### config.mk
export PLATFORM = sky130hd
export DESIGN_NAME = tss_scheduler
export DESIGN_NICKNAME = d
export VERILOG_FILES = /design/src/core/tss_pkg.sv /design/src/core/tss_scheduler.sv
export SDC_FILE = /design/constraint.sdc
export NUM_CORES = 1
export LEC_CHECK = 0
export BUFFER_PORTS_ARGS = -buffer_cell sky130_fd_sc_hd__buf_2
export CORE_MARGIN = 2
export CORE_UTILIZATION = 50
export DETAILED_ROUTE_END_ITERATION = 10
export HOLD_SLACK_MARGIN = 0.08
export MAX_ROUTING_LAYER = met4
export PLACE_DENSITY = 0.74
export SYNTH_ARGS = -nofsm -noshare
export SYNTH_HDL_FRONTEND = slang
export SYNTH_SLANG_ARGS = --single-unit
### constraint.sdc
create_clock -name I_SYS_CLK -period 4.55 [get_ports I_SYS_CLK]
set_input_delay 0.6825 -clock I_SYS_CLK [delete_from_list [all_inputs] [get_ports I_SYS_CLK]]
set_output_delay 0.6825 -clock I_SYS_CLK [all_outputs]
set_load 0.01 [all_outputs]
### src/core/tss_pkg.sv
package tss_pkg;
    localparam int TSS_MAX_STREAMS   = 255;
    localparam int TSS_MAX_QUEUES    = 15;
    localparam int TSS_MAX_QSTREAMS  = 4096;
    localparam int TSS_MAX_FLOW_PKTS = 15872;
    localparam int TSS_CNT_W         = 24;
    localparam int TSS_REF_GAP_BYTES = 12;
    localparam int TSS_PCT_FULL      = 100;
    localparam int TSS_RATE_W        = 16;
    localparam logic [15:0] TSS_RATE_FULL = 16'hffff;
    localparam logic [1:0] TSS_MODE_SEQ   = 2'h0;
    localparam logic [1:0] TSS_MODE_FLOW  = 2'h1;
    localparam logic [1:0] TSS_MODE_ILV   = 2'h2;
    localparam logic [1:0] TSS_PORT_ETH   = 2'h0;
    localparam logic [1:0] TSS_PORT_POS   = 2'h1;
    localparam logic [1:0] TSS_PORT_ATM   = 2'h2;
    typedef enum logic [2:0] {
        TSS_IDLE, TSS_LOAD, TSS_SEND, TSS_GAP, TSS_NEXT
    } tss_state_t;
endpackage : tss_pkg

### src/core/tss_scheduler.sv
`timescale 1ns/10ps
module tss_scheduler import tss_pkg::*; #(
    parameter int N_STREAMS = 16,
    parameter int SID_W     = 8,
    parameter int CNT_W     = TSS_CNT_W,
    parameter int GAP_W     = 16
) (
    input  wire logic              I_SYS_CLK,
    input  wire logic              I_RST_N,
    input  wire logic              I_START,
    input  wire logic              I_STOP,
    input  wire logic [1:0]        I_MODE,
    input  wire logic [1:0]        I_PORT_KIND,
    input  wire logic [SID_W-1:0]  I_NUM_STREAMS,
    input  wire logic              I_REPEAT_FOREVER,
    input  wire logic [CNT_W-1:0]  I_REPEAT_COUNT,
    input  wire logic [CNT_W-1:0]  I_BURSTS,
    input  wire logic [CNT_W-1:0]  I_PKTS,
    input  wire logic [GAP_W-1:0]  I_STREAM_SPACING,
    input  wire logic [GAP_W-1:0]  I_BURST_SPACING,
    input  wire logic [GAP_W-1:0]  I_PACKET_SPACING,
    input  wire logic [TSS_RATE_W-1:0] I_RATE [N_STREAMS],
    input  wire logic              I_FRAME_SLOT,
    input  wire logic              I_READY,
    output logic                   O_VALID,
    output logic [SID_W-1:0]       O_STREAM_ID,
    output logic                   O_EMPTY_FRAME,
    output logic                   O_LAST,
    output logic                   O_BUSY,
    output logic                   O_IDLE
);
    tss_state_t                state;
    logic [SID_W-1:0]          sid;
    logic [CNT_W-1:0]          bcnt;
    logic [CNT_W-1:0]          pcnt;
    logic [CNT_W-1:0]          rcnt;
    logic [GAP_W-1:0]          gcnt;
    logic [TSS_RATE_W+1:0]     acc [N_STREAMS];
    logic [SID_W-1:0]          isel;
    logic                      ihit;
    logic                      stopped;

    // two-entry skid buffer toward the receiver
    logic [SID_W+1:0]          buf_d [2];
    logic [1:0]                buf_v;
    logic                      in_v;
    logic [SID_W+1:0]          in_d;
    wire                       in_rdy = ~buf_v[1];
    wire                       push   = in_v & in_rdy;
    wire                       pop    = buf_v[0] & I_READY;

    wire is_atm   = (I_PORT_KIND == TSS_PORT_ATM);
    wire is_ilv   = (I_MODE == TSS_MODE_ILV);
    wire is_flow  = (I_MODE == TSS_MODE_FLOW);
    wire last_pkt = (pcnt == I_PKTS - 1'b1);
    wire last_bst = (bcnt == I_BURSTS - 1'b1);
    wire last_str = (sid == I_NUM_STREAMS - 1'b1);
    wire rep_more = I_REPEAT_FOREVER & ~is_flow
                  | (rcnt != '0);
    wire slot_ok  = (I_PORT_KIND == TSS_PORT_ETH) | I_FRAME_SLOT;
    wire [GAP_W-1:0] gap_sel =
        is_atm ? '0 :
        (last_pkt & last_bst) ? I_STREAM_SPACING :
        last_pkt ? I_BURST_SPACING : I_PACKET_SPACING;

    // weighted share arbiter: credit grows by rate, pick first with credit
    always_comb begin
        isel = '0;
        ihit = 1'b0;
        for (int i = N_STREAMS - 1; i >= 0; i--) begin
            if (i < I_NUM_STREAMS && acc[i][TSS_RATE_W]) begin
                isel = SID_W'(i);
                ihit = 1'b1;
            end
        end
    end

    always_comb begin
        in_v = 1'b0;
        in_d = '0;
        if (state == TSS_SEND && slot_ok) begin
            in_v = 1'b1;
            if (is_ilv)
                in_d = {~ihit, 1'b0, isel};
            else
                in_d = {1'b0, last_pkt & last_bst & last_str, sid};
        end else if (state == TSS_GAP && slot_ok && gcnt != '0
                     && I_PORT_KIND != TSS_PORT_ETH) begin
            in_v = 1'b1;
            in_d = {1'b1, 1'b0, sid};
        end
    end

    always_ff @(posedge I_SYS_CLK) begin
        if (!I_RST_N) begin
            for (int i = 0; i < N_STREAMS; i++)
                acc[i] <= '0;
        end else if (state == TSS_SEND && is_ilv && push) begin
            for (int i = 0; i < N_STREAMS; i++) begin
                if (ihit && SID_W'(i) == isel)
                    acc[i] <= acc[i] + {2'b0, I_RATE[i]}
                              - {2'b01, TSS_RATE_W'(0)};
                else if (!acc[i][TSS_RATE_W])
                    acc[i] <= acc[i] + {2'b0, I_RATE[i]};
            end
        end
    end

    always_ff @(posedge I_SYS_CLK) begin
        if (!I_RST_N) begin
            state   <= TSS_IDLE;
            sid     <= '0;
            bcnt    <= '0;
            pcnt    <= '0;
            rcnt    <= '0;
            gcnt    <= '0;
            stopped <= 1'b1;
        end else if (I_STOP) begin
            state   <= TSS_IDLE;
            stopped <= 1'b1;
        end else begin
            case (state)
                TSS_IDLE: if (I_START) begin
                    sid     <= '0;
                    rcnt    <= I_REPEAT_COUNT;
                    stopped <= 1'b0;
                    state   <= TSS_LOAD;
                end
                TSS_LOAD: begin
                    bcnt  <= '0;
                    pcnt  <= '0;
                    state <= TSS_SEND;
                end
                TSS_SEND: if (push) begin
                    if (is_ilv) begin
                        state <= TSS_SEND;
                    end else begin
                        gcnt  <= gap_sel;
                        state <= TSS_GAP;
                        if (!last_pkt) begin
                            pcnt <= pcnt + 1'b1;
                        end else begin
                            pcnt <= '0;
                            bcnt <= bcnt + 1'b1;
                        end
                    end
                end
                TSS_GAP: begin
                    if (gcnt != '0) begin
                        if (I_PORT_KIND == TSS_PORT_ETH || push)
                            gcnt <= gcnt - 1'b1;
                    end else if (pcnt == '0 && bcnt == I_BURSTS) begin
                        state <= TSS_NEXT;
                    end else begin
                        state <= TSS_SEND;
                    end
                end
                TSS_NEXT: begin
                    if (!last_str) begin
                        sid   <= sid + 1'b1;
                        state <= TSS_LOAD;
                    end else if (rep_more) begin
                        if (rcnt != '0)
                            rcnt <= rcnt - 1'b1;
                        sid   <= '0;
                        state <= TSS_LOAD;
                    end else begin
                        stopped <= 1'b1;
                        state   <= TSS_IDLE;
                    end
                end
                default: state <= TSS_IDLE;
            endcase
        end
    end

    always_ff @(posedge I_SYS_CLK) begin
        if (!I_RST_N) begin
            buf_v    <= '0;
            buf_d[0] <= '0;
            buf_d[1] <= '0;
        end else begin
            case ({push, pop})
                2'b10: begin
                    if (buf_v[0]) begin
                        buf_d[1] <= in_d;
                        buf_v[1] <= 1'b1;
                    end else begin
                        buf_d[0] <= in_d;
                        buf_v[0] <= 1'b1;
                    end
                end
                2'b01: begin
                    buf_d[0] <= buf_d[1];
                    buf_v    <= {1'b0, buf_v[1]};
                end
                2'b11: begin
                    if (buf_v[1]) begin
                        buf_d[0] <= buf_d[1];
                        buf_d[1] <= in_d;
                    end else begin
                        buf_d[0] <= in_d;
                    end
                end
                default: buf_v <= buf_v;
            endcase
        end
    end

    assign O_VALID       = buf_v[0];
    assign O_STREAM_ID   = buf_d[0][SID_W-1:0];
    assign O_LAST        = buf_d[0][SID_W];
    assign O_EMPTY_FRAME = buf_d[0][SID_W+1];
    assign O_BUSY        = ~stopped | buf_v[0];
    assign O_IDLE        = stopped & ~buf_v[0];
endmodule : tss_scheduler

==> results by group <==
Timing
  • Max Clk Rate: 0.2567 GHz
  • Worst hold margin: 0.4274 ns
  • RSZ-0062 raised after global routing: false
  • Max Slew Vio Count: 0
  • Worst rel slew slack: between 20% and 30%
  • Worst-Margin Slew: about 1.2 ns
  • TNS Setup: 0 ns
  • Fin. Hold Viols: 0
  • Final period util: between 80 and 90%
  • Final setup fails: 0
  • Final setup skew: about 0.020 ns
  • Final Critical Period: 3.896 ns

Critical path
  • Crit Reg-Reg Startpoint: gcnt[8]$_SDFFE_PN0P_
  • Maximum fanout along the worst path: 17
  • CP arrival: around 4.4 ns
  • CP Class: in2reg
  • CP delay by family, top: simple AND/OR/NAND/NOR gates
  • Crit end category: flip-flop
  • Critical-path top delay cell: nor3b_1
  • Depth of the most critical reg-to-reg path: 12
  • Reg2Reg Setup Slack: just over 0.7 ns
  • CP startpoint kind: input port
  • Worst path most repeated cell: or3_1
  • Bufs and invs on worst path: 2
  • CP max stage delay: 0.76 ns
  • Required time of the worst setup path: 5.05 ns
  • CP cell instances: buf_2 -> inv_1 -> ha_1 -> nor3b_1 -> nand4_1 -> or3_1 -> nand4b_1 -> o22ai_1 -> or4_4 -> a211o_1 -> or3_1 -> a21oi_1
  • Worst flop-to-flop path endpoint: buf_d[0][5]$_DFFE_PP_

Place
  • Post-Place Cell Area: 33130 µm²
  • Port Buf Inserts: 407
  • DP Wirelength: 62700 µm
  • Gp weighted congestion: around 0.95

Route
  • Drt drc: 0
  • Vias: 27280
  • Drt total wl: 82260 µm
  • Wire per inst: 17.53 µm
  • DRT iter0 DRCs: 2016
  • Via density: 5.812
  • DRT Pass-1 Iters: 6
  • Antenna-violating nets left: 0

Clock network
  • CTS tree: done
  • Num CTS Buffers: 48
  • H-tree depth: 2
  • Clock buffer depth: 3
  • Clk Tree Root Cell: clkbuf_16
  • CTS Sinks: roughly 400
  • Worst-path clk slew: 0.06 ns
  • Cts repair resizes: 0
  • # Post-CTS Setup Buffers: 0
  • Worst-Skew Late Latency: 0.58 ns
  • Hold_buf cts: 0

Yosys
  • Synth Area per Inst: 8.751 µm²
  • Mux contribution to synthesized area: 0.1327%
  • Mapped cell area: 30180 µm²
  • Post-synthesis compound-gate area fraction: approximately 18%
  • Sequential-to-total area share from yosys stat: 35.82%
  • Fraction of the mapped netlist area in simple logic gates: 23.55%
  • Largest family of logic cells by synthesized area: simple AND/OR/NAND/NOR gates
  • Synth Instances: 3449
  • Adder-Cell Fraction of Synth Area: ~12%
  • Synth async-reset ratio: 0%
  • Synth Net Count: 4130
  • Post-Synth XOR/XNOR Area: 7.225%
  • Yosys warnings: 0
  • Post-synthesis cell type count: 94
  • Number of synthesized flops with an enable pin: 292
  • Main synth FF type: edfxtp_1
  • Seq cells post-synth: 394

Worst hold path
  • Min-Delay Path Class: in2reg
  • Hold_sp: I_PACKET_SPACING[11]
  • Worst Hold Path Cells: 3
  • Hold Path End: gcnt[11]$_SDFFE_PN0P_

Die
  • DIE WIDTH: between 200 and 250 µm
  • Starting density of the core: 50.29%
  • Core Rows: 90
  • Die ar.: 62350 µm²
  • Core area: 60020 µm²
  • Io pins: 408
  • Chip height: 249.7 µm

Power
  • PD cells: 300.2 nW/µm²
  • Worst VDD drop: about 0.00030 V
  • Static Leakage: 14.24 nW

GRT
  • Vias in the first global route: 25840
  • GRT overflow: 0
  • Initial antenna violation count: 25
  • Total track usage: 26.41%
  • Global-route wire length before repair: 131500 µm
  • Largest net degree at the start of global routing: 53

Finish
  • Share of cells above drive strength 1: 14.97%
  • Area Growth Syn to Fin: 14.96%
  • Nets: roughly 4500
  • Fill cells: 5432
  • Design Area, Final: 34700 µm²

Job
  • MaxCap Viol Count: 0

Outcome
  • Status: finished clean
-- Yosys cell counts, types with 68 or more instances --
library cell,number,area share (%)
edfxtp_1,292,29
o21ai_0,221,3.7
clkbuf_1,86,1.1
nand2_1,245,3.0
nand3_1,116,1.9
a21oi_1,205,3.4
inv_1,165,2.1
nor3_1,157,2.6
xnor2_1,141,4.1
xor2_1,108,3.1
dfxtp_1,102,6.8
ha_1,270,11
nor2_1,446,5.5
or3_1,68,1.4
-- metal layers --
metal  vias to the layer above  GRT usage (%)  wire [µm]
met1                     12760          34.51      37220
met3                       132          4.568       5195
met2                       793          42.02      37660
li1                      13600              -          -
met4                         0          7.780       2184
met5                         -              -          0
-- area by class of cell --
cell class	instances	area (µm²)	area share, %
Sequential cell	394	10810	31.16
Inverter	165	624.3	1.799
Multi-Input combinational cell	2788	18340	52.86
Clock inverter	19	171.4	0.4940
Timing Repair Buffer	452	2377	6.852
Antenna cell	25	62.56	0.1803
Tap cell	782	978.4	2.820
Clock buffer	69	1331	3.837
-- metrics by stage --
stage               setup WS (ns)  std cells  power (mW)  util (%)
finish                     0.6542       4694       10.42     57.81
global route               0.3954       4691       10.96     57.80
CTS                        0.7131       4669       10.48     57.70
detailed placement         0.1656       4581       6.720     55.20
global placement           0.1891       4581       6.670     55.20
floorplan                  0.1674       3449       6.064         -
-- report_power, final --
part | internal (mW) | switching (mW)
logic | 1.08 | 1.39
clock network | 2.20 | 1.54
registers | 4.12 | 0.0997
-- flip-flops by register name, indices dropped and copies added, names as in the netlist --
register and cells:
sid 8, bcnt 24, state 3, pcnt 24, buf_v 2, rcnt 24
gcnt 16, buf_d 20, stopped 1, acc 272
-- layout by cell type, fill, tap and decap left out, types with 25 or more instances in the layout --
cell,Yosys,routed
edfxtp_1,292,292
ha_1,270,270
nand3_1,116,116
xor2_1,108,108
buf_4,3,46
o21ai_0,221,218
a41oi_1,27,27
buf_2,4,406
nand4_1,33,33
a211oi_1,29,29
diode_2,0,25
clkbuf_16,0,49
xnor2_1,141,141
a31oi_1,48,48
inv_1,165,164
a21o_1,59,59
nor3_1,157,157
nor2_1,446,446
nor4_1,45,45
nand2_1,245,245
dfxtp_1,102,102
or3_1,68,68
nand2b_1,41,41
and3_1,45,45
nor2b_1,63,63
a21oi_1,205,205
-- cell families after synthesis --
kind of cell               count (synthesis)
DFF                                      394
AOI/OAI and AO/OA                        826
adders and majority gates                286
xor gates and xnor gates                 249
and+or+nand+nor                         1423
buffers and inverters                    267
muxes                                      4
-- worst reg2reg max path, delay by kind of cell, from the launching register on --
kind | cells | cell delay [ns]
simple gates | 5 | 1.69
buf+inv | 2 | 0.32
compound gates | 4 | 1.10
fa+ha+maj | 1 | 0.25
flops | 1 | 0.34
-- worst max-delay path by stage --
| stage | startpoint | endpoint | slack, ns | cells past startpoint |
|---|---|---|---|---|
| after floorplan | I_NUM_STREAMS[5] | acc[1][72]$_SDFFCE_PN0P_ | 0.17 | 10 |
| after global placement | I_PKTS[0] | bcnt[23]$_SDFFE_PN0P_ | 0.19 | 12 |
| after detailed placement | I_PKTS[0] | bcnt[23]$_SDFFE_PN0P_ | 0.17 | 12 |
| after CTS | gcnt[8]$_SDFFE_PN0P_ | buf_d[0][5]$_DFFE_PP_ | 0.71 | 12 |
| after global routing | state[1]$_SDFFE_PP0P_ | pcnt[22]$_SDFFE_PN0P_ | 0.40 | 11 |
| final | I_PKTS[0] | bcnt[23]$_SDFFE_PN0P_ | 0.65 | 12 |
No activity file was read; power rests on OpenSTA's default activity.
